**config.mk**
```make
export PLATFORM = sky130hd
export DESIGN_NAME = spi_interrupt_flags
export DESIGN_NICKNAME = d
export VERILOG_FILES = /design/src/spi_flags_pkg.sv /design/src/spi_ss_sync.sv /design/src/spi_interrupt_flags.sv
export SDC_FILE = /design/constraint.sdc
export NUM_CORES = 1
export LEC_CHECK = 0
export ABC_AREA = 1
export BUFFER_PORTS_ARGS = -buffer_cell sky130_fd_sc_hd__buf_4
export CAP_MARGIN = 20
export CORE_MARGIN = 2
export CORE_UTILIZATION = 41
export CTS_CLUSTER_SIZE = 40
export DETAILED_ROUTE_END_ITERATION = 8
export PLACE_DENSITY = 0.8
export RECOVER_POWER = 100
export SETUP_SLACK_MARGIN = 0.02
export SLEW_MARGIN = 40
export SYNTH_ARGS = -nofsm -noshare
export SYNTH_HDL_FRONTEND = slang
export SYNTH_HIERARCHICAL = 1
export SYNTH_SLANG_ARGS = --single-unit
```
**constraint.sdc**
```tcl
create_clock -name mclk_i -period 1 [get_ports mclk_i]
set_input_delay 0 -clock mclk_i [delete_from_list [all_inputs] [get_ports mclk_i]]
set_output_delay 0 -clock mclk_i [all_outputs]
set_load 0.05 [all_outputs]
```
**src/spi_flags_pkg.sv**
```systemverilog
`default_nettype none
package spi_flags_pkg;
  // Widths
  localparam int DATA_W      = 8;
  localparam int SYNC_STAGES = 2;
  // Reset values of the held bits
  localparam logic [DATA_W-1:0] RX_DATA_RST = 8'h00;
  localparam logic [DATA_W-1:0] TX_DATA_RST = 8'h00;
  localparam logic SERIAL_ENABLE_RST  = 1'h0;
  localparam logic MASTER_SELECT_RST  = 1'h0;
  localparam logic FAULT_DETECT_RST   = 1'h0;
  localparam logic MODE_FAULT_RST     = 1'h0;
  localparam logic RECEIVE_FULL_RST   = 1'h0;
  localparam logic TRANSMIT_EMPTY_RST = 1'h1;
  localparam logic ARM_RST            = 1'h0;
  localparam logic IRQ_RST            = 1'h0;
  localparam logic ABORT_RST          = 1'h0;
  localparam logic PINS_OE_RST        = 1'h0;
  // Level the master select bit takes on a mode fault
  localparam logic MASTER_ON_FAULT    = 1'h0;
  // Idle level of the active-low slave-select pin
  localparam logic SS_IDLE_LVL        = 1'h1;
endpackage
`default_nettype wire

```
**src/spi_ss_sync.sv**
```systemverilog
`timescale 1ns/1ps
`default_nettype none
module spi_ss_sync
  import spi_flags_pkg::*;
(
  input  wire logic mclk_i,
  input  wire logic arst_n_i,
  input  wire logic async_i,
  output logic      sync_o
);
  import spi_flags_pkg::*;

  logic [SYNC_STAGES-1:0] stage_r;
  logic [SYNC_STAGES-1:0] stage_nxt;

  // Shift the pin level through the chain
  always_comb begin
    stage_nxt = {stage_r[SYNC_STAGES-2:0], async_i};
  end

  always_ff @(posedge mclk_i or negedge arst_n_i) begin
    if (!arst_n_i) begin
      stage_r <= {SYNC_STAGES{SS_IDLE_LVL}};
    end else begin
      stage_r <= stage_nxt;
    end
  end

  assign sync_o = stage_r[SYNC_STAGES-1];
endmodule
`default_nettype wire

```
**src/spi_interrupt_flags.sv**
```systemverilog
// How it works
// - No interrupt request while the serial enable bit is clear.
// - Request is OR of mode fault, receive full and transmit empty flags.
// - Mode fault sets only as enabled master with detection and low select.
// - Mode fault aborts the transfer and clears the master select bit.
// - Mode fault request holds while its flag is set, drops when cleared.
// - Receive full sets when a new byte lands in the data register.
// - A transfer ending while receive full is set is discarded unless a clearing data read comes in the same cycle.
// - Transmit empty sets when the data register can take a byte.
// - Mode fault clears by status read with flag set, then control write.
// - With fault detect enable clear, mode fault never sets.
// - Mode fault drops all pin drivers and returns the link to idle.
`timescale 1ns/1ps
`default_nettype none
module spi_interrupt_flags
  import spi_flags_pkg::*;
(
  input  wire logic                             mclk_i,
  input  wire logic                             arst_n_i,
  input  wire logic                             ctrl1_wr_i,
  input  wire logic                             serial_enable_wdata_i,
  input  wire logic                             master_select_wdata_i,
  input  wire logic                             fault_detect_wdata_i,
  input  wire logic                             status_rd_i,
  input  wire logic                             data_rd_i,
  input  wire logic                             data_wr_i,
  input  wire logic [spi_flags_pkg::DATA_W-1:0] data_wdata_i,
  input  wire logic                             xfer_done_i,
  input  wire logic [spi_flags_pkg::DATA_W-1:0] rx_byte_i,
  input  wire logic                             tx_taken_i,
  input  wire logic                             slave_select_n_i,
  output logic                                  serial_enable_bit_o,
  output logic                                  master_select_bit_o,
  output logic                                  fault_detect_enable_o,
  output logic                                  mode_fault_flag_o,
  output logic                                  receive_full_flag_o,
  output logic                                  transmit_empty_flag_o,
  output logic      [spi_flags_pkg::DATA_W-1:0] rx_data_o,
  output logic      [spi_flags_pkg::DATA_W-1:0] tx_data_o,
  output logic                                  irq_o,
  output logic                                  abort_o,
  output logic                                  pins_oe_o
);
  import spi_flags_pkg::*;

  // Arm a clearing sequence on a status read that sees the flag set
  function automatic logic arm_next(input logic arm, input logic flag,
                                    input logic rd, input logic clr);
    arm_next = clr ? ARM_RST : (arm | (rd & flag));
  endfunction

  // Held state, next values and decoded strobes
  logic              ss_n_sync;
  logic              se_r, se_nxt;
  logic              ms_r, ms_nxt;
  logic              fd_r, fd_nxt;
  logic              mf_r, mf_nxt, mf_arm_r, mf_arm_nxt;
  logic              rf_r, rf_nxt, rf_arm_r, rf_arm_nxt;
  logic              te_r, te_nxt, te_arm_r, te_arm_nxt;
  logic [DATA_W-1:0] rx_r, rx_nxt;
  logic [DATA_W-1:0] tx_r, tx_nxt;
  logic              irq_r, irq_nxt;
  logic              abort_r, abort_nxt;
  logic              oe_r, oe_nxt;
  logic              fault_cond;
  logic              mf_clr;
  logic              rf_clr;
  logic              te_clr;
  logic              accept;

  // Slave-select pin into the clock domain
  spi_ss_sync u_ss_sync (
    .mclk_i   (mclk_i),
    .arst_n_i (arst_n_i),
    .async_i  (slave_select_n_i),
    .sync_o   (ss_n_sync)
  );

  // Next values of control bits, flags and data
  always_comb begin
    fault_cond = se_r & ms_r & fd_r & ~ss_n_sync;
    mf_clr     = mf_arm_r & ctrl1_wr_i;
    rf_clr     = rf_arm_r & data_rd_i;
    te_clr     = te_arm_r & data_wr_i;
    accept     = xfer_done_i & (~rf_r | rf_clr);
    // Control register one bits; a fault takes master away
    se_nxt     = ctrl1_wr_i ? serial_enable_wdata_i : se_r;
    fd_nxt     = ctrl1_wr_i ? fault_detect_wdata_i : fd_r;
    if (fault_cond) begin
      ms_nxt = MASTER_ON_FAULT;
    end else if (ctrl1_wr_i) begin
      ms_nxt = master_select_wdata_i;
    end else begin
      ms_nxt = ms_r;
    end
    // Set wins over clear for every flag
    mf_nxt     = fault_cond | (mf_r & ~mf_clr);
    mf_arm_nxt = arm_next(mf_arm_r, mf_r, status_rd_i, mf_clr);
    rf_nxt     = accept | (rf_r & ~rf_clr);
    rf_arm_nxt = arm_next(rf_arm_r, rf_r, status_rd_i, rf_clr);
    te_nxt     = tx_taken_i | (te_r & ~te_clr);
    te_arm_nxt = arm_next(te_arm_r, te_r, status_rd_i, te_clr);
    rx_nxt     = accept ? rx_byte_i : rx_r;
    // Writes while the data register is full are ignored
    tx_nxt     = (data_wr_i & te_r) ? data_wdata_i : tx_r;
    // Request and pin drive use next-cycle state
    irq_nxt    = se_nxt & (mf_nxt | rf_nxt | te_nxt);
    abort_nxt  = fault_cond;
    oe_nxt     = se_nxt & ms_nxt & ~mf_nxt;
  end

  // Register everything
  always_ff @(posedge mclk_i or negedge arst_n_i) begin
    if (!arst_n_i) begin
      se_r     <= SERIAL_ENABLE_RST;
      ms_r     <= MASTER_SELECT_RST;
      fd_r     <= FAULT_DETECT_RST;
      mf_r     <= MODE_FAULT_RST;
      mf_arm_r <= ARM_RST;
      rf_r     <= RECEIVE_FULL_RST;
      rf_arm_r <= ARM_RST;
      te_r     <= TRANSMIT_EMPTY_RST;
      te_arm_r <= ARM_RST;
      rx_r     <= RX_DATA_RST;
      tx_r     <= TX_DATA_RST;
      irq_r    <= IRQ_RST;
      abort_r  <= ABORT_RST;
      oe_r     <= PINS_OE_RST;
    end else begin
      se_r     <= se_nxt;
      ms_r     <= ms_nxt;
      fd_r     <= fd_nxt;
      mf_r     <= mf_nxt;
      mf_arm_r <= mf_arm_nxt;
      rf_r     <= rf_nxt;
      rf_arm_r <= rf_arm_nxt;
      te_r     <= te_nxt;
      te_arm_r <= te_arm_nxt;
      rx_r     <= rx_nxt;
      tx_r     <= tx_nxt;
      irq_r    <= irq_nxt;
      abort_r  <= abort_nxt;
      oe_r     <= oe_nxt;
    end
  end

  // Outputs straight from flops
  assign serial_enable_bit_o   = se_r;
  assign master_select_bit_o   = ms_r;
  assign fault_detect_enable_o = fd_r;
  assign mode_fault_flag_o     = mf_r;
  assign receive_full_flag_o   = rf_r;
  assign transmit_empty_flag_o = te_r;
  assign rx_data_o             = rx_r;
  assign tx_data_o             = tx_r;
  assign irq_o                 = irq_r;
  assign abort_o               = abort_r;
  assign pins_oe_o             = oe_r;
endmodule
`default_nettype wire

```
After elaboration in Yosys (flattened, before gate mapping)

Cells that the tools add are included.

Bitwise gates (word level): 32
Mux-type cells: 6

Operator list:

| cell              | count |
|---|---|
| 1-bit bitwise AND | 17 |
| 1-bit OR          | 9 |
| 1-bit two-way mux | 6 |
| 1-bit inverter    | 6 |

Register bits after elaboration: 30
Word-level logic and storage cells: 53
Output and inout bits: 25
Input bits: 28

Depth between registers and ports, before layout

Gate-level depths: netlist (run 1).

Word-level depth: 7
Gate-level depth with buffers: 6
Depth with buffers taken out: 5

By module

Netlist (run 1), hierarchy kept.

By module, submodules not included:

| module              | area each (um^2) | sequential area each (um^2) | cells an instance | instances |
|---|---|---|---|---|
| spi_interrupt_flags | 1132.3           | 701.9                       | 100               | 1 |
| spi_ss_sync         | 52.6             | 52.6                        | 2                 | 1 |

Least setup slack after synthesis (run 1)

OpenSTA, ideal clock, no wires.

Path type: register to register
From: register te_r (netlist: transmit_empty_flag_o)
To: register tx_r[0] (netlist: tx_data_o[0])
Setup slack: -284 ps
Arrival time: 1159 ps
Required time: 875 ps
Cell stages (with the launch flop): 3
Period minus slack after synthesis: 1284 ps
Setup time: 125 ps
Path buffers: 0
Cell sequence: dfstp_2 nand2_4 mux2_4

Word-level cells in the longest chain between the ends: 1

Ends and longest elaborated chain:

| what                   | line                       | RTL |
|---|---|---|
| from (decl)            | spi_interrupt_flags.sv:59  | `logic te_r, te_nxt, te_arm_r, te_arm_nxt;` |
| from (signal assigned) | spi_interrupt_flags.sv:137 | `te_r <= te_nxt;` |
| 1-bit bitwise AND      | spi_interrupt_flags.sv:105 | `tx_nxt = (data_wr_i & te_r) ? data_wdata_i : tx_r;` |
| to (signal assigned)   | spi_interrupt_flags.sv:140 | `tx_r <= tx_nxt;` |
| to (decl)              | spi_interrupt_flags.sv:61  | `logic [DATA_W-1:0] tx_r, tx_nxt;` |

No other way between the ends.
A chain may end at the register's enable or synchronous reset.

Worst setup path in the final report (run 1)

From: register te_r (netlist: transmit_empty_flag_o)
To: output transmit_empty_flag_o

RTL lines:

| what      | line                      | RTL |
|---|---|---|
| to (decl) | spi_interrupt_flags.sv:37 | `output logic transmit_empty_flag_o,` |

No word-level cell between the ends.

==> results of run 1 <==
## kinds of logic (layout without fill, tap and decap cells)
logic type,count (synthesis),count (layout),synth area share
buffers and inverters,10,98,0.03907
muxes,9,9,0.1109
DFF,30,30,0.6368
and+or+nand+nor,46,47,0.1806
AOI/OAI and AO/OA,7,7,0.03273
## where the power goes
group,internal (mW),total (mW),switching [mW]
registers,1.54,1.76,0.220
clock network,0.280,0.669,0.390
logic,0.799,2.29,1.49
## cell usage in the layout (no fill, tap or decap)
cell type	n
clkbuf_2	1
buf_6	2
nand2_4	4
nand2_2	14
nor2_1	4
o21ai_1	2
a21oi_1	1
mux2_2	1
inv_1	8
nand2_8	1
o21ai_0	4
dfstp_2	3
mux2_4	8
nand3_2	1
dfrtp_1	23
dfrtp_2	4
nand2_1	15
nand3_1	7
clkbuf_1	4
dlygate4sd3_1	25
buf_2	1
clkbuf_4	22
buf_8	1
buf_4	34
nor3_2	1
## worst min-delay path, cell delays in order
cell	delay, ns
buf_4	0.08
inv_1	0.03
nand2_1	0.04
o21ai_1	0.10
inv_1	0.06
## final timing paths
| path | startpoint | to | slack, ns |
|---|---|---|---|
| setup / recovery | transmit_empty_flag_o | transmit_empty_flag_o | -0.13 |
| min in group asynchronous | arst_n_i | tx_data_o[3] | 0.26 |
| hold reg to reg | u_ss_sync/stage_r[0] | u_ss_sync/stage_r[1] | 0.36 |
| setup reg to reg | transmit_empty_flag_o | tx_data_o[5] | -0.11 |
| hold / removal | serial_enable_wdata_i | serial_enable_bit_o | 0.03 |
| max in group asynchronous | arst_n_i | serial_enable_bit_o | 0.24 |
## metal layers
layer,vias up,track usage,wire length (µm)
li1,502,-,-
met1,520,0.2276,1306
met2,40,0.3312,1701
met3,4,0.04911,163
met4,0,0.07641,35
met5,-,0,0
## cell usage after synthesis, drive strengths merged
master   n  area [µm²]
o21ai    6       33.78
a21oi    1       5.000
buf      2       16.26
nand3    8       40.04
dfrtp   27       675.7
inv      8       30.03
nor3     1       10.01
mux2     9       131.4
nor2     4       17.52
nand2   33       146.4
dfstp    3       78.83
## state kept, by name (all words and copies together), names as in the netlist
name and cells:
rx_data_o 8, tx_data_o 8, u_ss_sync/stage_r 2, abort_o 1, fault_detect_enable_o 1, irq_o 1
master_select_bit_o 1, mf_arm_r 1, mode_fault_flag_o 1, pins_oe_o 1, receive_full_flag_o 1, rf_arm_r 1
serial_enable_bit_o 1, te_arm_r 1, transmit_empty_flag_o 1
## cell type report
| class | instances | share of cell area |
|---|---|---|
| clock buffers | 8 | 0.02431 |
| inverters | 8 | 0.01496 |
| multi-input cells | 63 | 0.2219 |
| flip-flops and latches | 30 | 0.3784 |
| well taps | 31 | 0.01933 |
| repair buffers | 82 | 0.3410 |
## repair_timing
item,CTS,global route
endpoints found under the hold margin,52,0
gates cloned,0,1
hold buffers,25,0
resized for setup,5,17
buffers inserted,1,3
setup endpoints to repair,18,19
pin swaps,2,4
## per-stage QoR
step	utilization	total power [mW]	instances	area [µm²]	setup WS, ns
3_5_place_dp	0.5862	3.794	184	1617	-0.09277
4_1_cts	0.7051	4.578	218	1944	-0.1392
2_1_floorplan	-	3.149	102	1196	-0.2841
6_report	0.7278	4.723	222	2007	-0.1303
5_1_grt	0.7278	4.942	222	2007	-0.1566
3_3_place_gp	0.5862	3.743	184	1617	-0.07046
==> qor.yml, run 1 <==
outcome:
  status: "complete, but fails checks"
  failed_checks: "negative setup slack"
placement:
  gp_congestion: 0.7040
  port_buffers: 52
  dp_hpwl_um: 1891
clock_tree:
  cts_made_buffers: 5
  root_buffer: "clkbuf_4"
  clkLatencyLatePin_ns: 0.32
  cts_tree: "yes"
  numClockSinks: 30
  htree_levels: 2
  cts.path.max_buffers: 2
  clk_pin_slew_ns: 0.09
detailed_routing:
  drc: 0
  postRouteWirelength_um: 3207
  dr.pass1.iters: 4
  antenna_left: 0
  routed-via-count: 1066
  first_iter_violations: 21
  viasPerCell: 4.802
  wire_per_inst_um: 14.45
floorplanning:
  ioPinCount: 53
  die_w_um: 57.76
  start_util: 0.4297
  core-area_um2: 2758
  rows: 19
  die_y_um: 57.76
  die_area_um2: 3336
worst_setup_path:
  reg2regPathDepth: 2
  startpoint_type: "flop"
  crit_type: "reg2out"
  cp_max_fo: 2
  cp_cell_sequence: "buf_6, buf_8"
  critPathTopFamily: "flip-flops"
  critPathMaxStageDelay_ns: 0.57
  cp_slowest_cell: "dfstp_2"
  crit_arrival_ns: 1.13
  cp_num_cells: 2
  endpoint_kind: "primary output"
  required_ns: 1.00
  crit_buf_inv: 2
sta:
  rsz0062_at_grt: "yes"
  period_share: 1.130
  min_period_ns: 1.130
  setup_violations: 19
  relSlewSlack: 0.5203
  fin_ws_ns: -0.1303
  hold_ws_ns: 0.03043
  worstMarginPinSlew_ns: 0.7195
  finalMaxSlewViolations: 0
  finalHoldViolCount: 0
  skew_ns: 0.002959
  max_freq_ghz: 0.8847
  tns_ns: -1.312
yosys:
  ys_warn_count: 6
  synthCells: 102
  syn-cell-area_um2: 1185
  ys_seq_area_frac: 0.6367
  syn_area_per_cell_um2: 11.62
  synth_nets: 130
  synth_cell_types: 17
  ys_ff_latch: 30
global_route:
  antenna_found_initial: 0
  grt_pass1_wl_um: 4767
  grt_overflow: 0
  grt_max_degree: 31
  grt_use_total: 0.1916
  grt_pass1_vias: 1083
final_layout:
  diodes: 0
  syn2layout_area_growth_pct: 69.38
  multi_input_comb_area_um2: 445.4
  fin_nets: 218
  drive_above_1_share: 0.5131
  seqCellArea_um2: 759.5
  nFillCells: 197
job:
  drv_cap: 0
power:
  power_density_nw_per_um2: 2353
  peakVddDrop_mv: 1.957
  leakagePower_nw: 1.023
min_path:
  hold-path-cell-count: 5
  hp-class: "in2reg"
(Power assumes the default switching activity.)
==> run 2, diff against run 1 <==
--- a/config.mk
+++ b/config.mk
@@ -8,7 +8,7 @@
 export ABC_AREA = 1
 export BUFFER_PORTS_ARGS = -buffer_cell sky130_fd_sc_hd__buf_4
 export CAP_MARGIN = 20
-export CORE_MARGIN = 2
+export CORE_MARGIN = 3
 export CORE_UTILIZATION = 41
 export CTS_CLUSTER_SIZE = 40
 export DETAILED_ROUTE_END_ITERATION = 8
==> qor.yml, run 2 (synthesized netlist as in run 1, its figures left out) <==
outcome:
  status: "complete, but fails checks"
  failed_checks: "negative setup slack"
global_route:
  grt_overflow: 0  # unchanged
  grt_pass1_vias: 1106  # +2.1%
  antenna_found_initial: 0  # unchanged
  grt_pass1_wl_um: 5009  # +5.1%
  grt_use_total: 0.1987  # +0.007172
  grt_max_degree: 31  # unchanged
placement:
  placed_area_um2: 1615  # about the same
  post-place-ws_ns: -0.09380  # -0.001027 ns
  place_inst: 183  # -0.54%
  gp_congestion: 0.7110  # +0.99%
  port_buffers: 52  # unchanged
  dp_hpwl_um: 2019  # +6.8%
floorplanning:
  die_w_um: 59.76  # +3.5%
  rows: 18  # -1
  start_util: 0.4535  # +0.02387
  die_area_um2: 3571  # +7.0%
  ioPinCount: 53  # unchanged
  core-area_um2: 2613  # -5.3%
  die_y_um: 59.76  # +3.5%
sta:
  rsz0062_at_grt: "yes"
  min_period_ns: 1.144  # +0.01391 ns
  skew_ns: 0.004528  # +0.001568 ns
  fin_ws_ns: -0.1442  # -0.01391 ns
  finalHoldViolCount: 0  # unchanged
  max_freq_ghz: 0.8740  # -1.2%
  period_share: 1.144  # +0.01391
  worstMarginPinSlew_ns: 0.7233  # +0.003767 ns
  finalMaxSlewViolations: 0  # unchanged
  relSlewSlack: 0.5178  # -0.002511
  hold_ws_ns: 0.03338  # +0.002954 ns
  setup_violations: 19  # unchanged
clock_tree:
  numClockSinks: 30  # unchanged
  cts_tree: "yes"
  clk_pin_slew_ns: 0.09  # about the same
  clkLatencyLatePin_ns: 0.33  # about the same
  cts_made_buffers: 5  # unchanged
  cts.path.max_buffers: 2  # unchanged
  root_buffer: "clkbuf_4"
  htree_levels: 2  # unchanged
detailed_routing:
  routed-via-count: 1053  # -1.2%
  viasPerCell: 4.808  # +0.13%
  drc: 0  # unchanged
  antenna_left: 0  # unchanged
  first_iter_violations: 21  # unchanged
  dr.pass1.iters: 4  # unchanged
  wire_per_inst_um: 14.97  # +3.6%
  postRouteWirelength_um: 3278  # +2.2%
final_layout:
  instances_no_fill: 219  # -1.4%
  fin_area_um2: 1969  # -1.9%
  seqCellArea_um2: 760.7  # +0.16%
  multi_input_comb_area_um2: 396.6  # -11%
  nFillCells: 172  # -13%
  syn2layout_area_growth_pct: 66.21
  final_common_cell: "buf_4"
  final_cell_mix: "buf_4 (39), nand2_1 (27), dlygate4sd3_1 (24)"
  fin_nets: 216  # -0.92%
  drive_above_1_share: 0.4656  # -0.04748
  diodes: 0  # unchanged
worst_setup_path:
  endpoint_kind: "primary output"
  critPathMaxStageDelay_ns: 0.57  # about the same
  required_ns: 1.00  # about the same
  crit_buf_inv: 2  # unchanged
  cp_slowest_cell: "dfstp_2"
  reg2regPathDepth: 2  # unchanged
  r2r-end: "tx_data_o[2]"
  cp_cell_sequence: "buf_6, buf_8"
  crit_arrival_ns: 1.14  # about the same
  r2r_start: "transmit_empty_flag_o"
  cp_max_fo: 2  # unchanged
  rrSetupSlack_ns: -0.12  # about the same
  startpoint_type: "flop"
  critPathTopFamily: "flip-flops"
  crit_type: "reg2out"
power:
  peakVddDrop_mv: 1.839  # -6.0%
  power_density_nw_per_um2: 2381  # +1.2%
  power_mw: 4.689  # -0.71%
  leakagePower_nw: 1.028  # +0.52%
min_path:
  worstHoldStart: "serial_enable_wdata_i"
  hp-class: "in2reg"
  hold-path-cell-count: 5  # unchanged
  hold-path-endpoint: "serial_enable_bit_o"
job:
  drv_cap: 0  # unchanged
run 2: what timing repair did:
item / CTS / global route
gates resized for setup: 7 / 7
hold buffers: 24 / 0
endpoints found under the hold margin: 54 / 0
buffers inserted: 2 / 1
pin swaps: 4 / 4
endpoints found under the setup margin: 18 / 26
gates cloned: 0 / 1
run 2: worst max-delay path by stage:
stage,slack [ns],from,endpoint,cells past startpoint
global route,-0.19,transmit_empty_flag_o,transmit_empty_flag_o,2
CTS,-0.15,transmit_empty_flag_o,transmit_empty_flag_o,2
finish,-0.14,transmit_empty_flag_o,transmit_empty_flag_o,2
detailed placement,-0.09,transmit_empty_flag_o,tx_data_o[5],2
global placement,-0.07,transmit_empty_flag_o,tx_data_o[0],2
floorplan,-0.28,transmit_empty_flag_o,tx_data_o[0],2
run 2: layer usage:
layer / GRT usage / wire [µm] / vias up
met5: 0 / 0 / -
met4: 0.09177 / 89 / 0
met3: 0.07775 / 174 / 10
met2: 0.3565 / 1823 / 36
met1: 0.1989 / 1191 / 508
li1: - / - / 499
run 2: power by group:
group / switching (mW) / internal, mW / total, mW
Sequential: 0.202 / 1.54 / 1.75
Combinational: 1.44 / 0.757 / 2.20
Clock: 0.408 / 0.340 / 0.748
run 2: worst reg2reg max path, cell delays in order (launching register included):
cell and delay [ns]:
dfstp_2 0.57, nand2_4 0.12, mux2_4 0.32
run 2: final cells by class:
class / count / share of cell area
repair buffers: 80 / 0.3475
flip-flops and latches: 30 / 0.3863
inverters: 8 / 0.01525
clock buffers: 7 / 0.02795
clock inverters: 1 / 0.002541
well taps: 30 / 0.01906
multi-input cells: 63 / 0.2014
run 2: stage by stage:
step,setup TNS [ns],util
final,-1.710,0.7538
after global routing,-2.624,0.7538
after CTS,-1.169,0.7490
after detailed placement,-0.7739,0.6183
after global placement,-0.5443,0.6183
after floorplan,-2.373,-
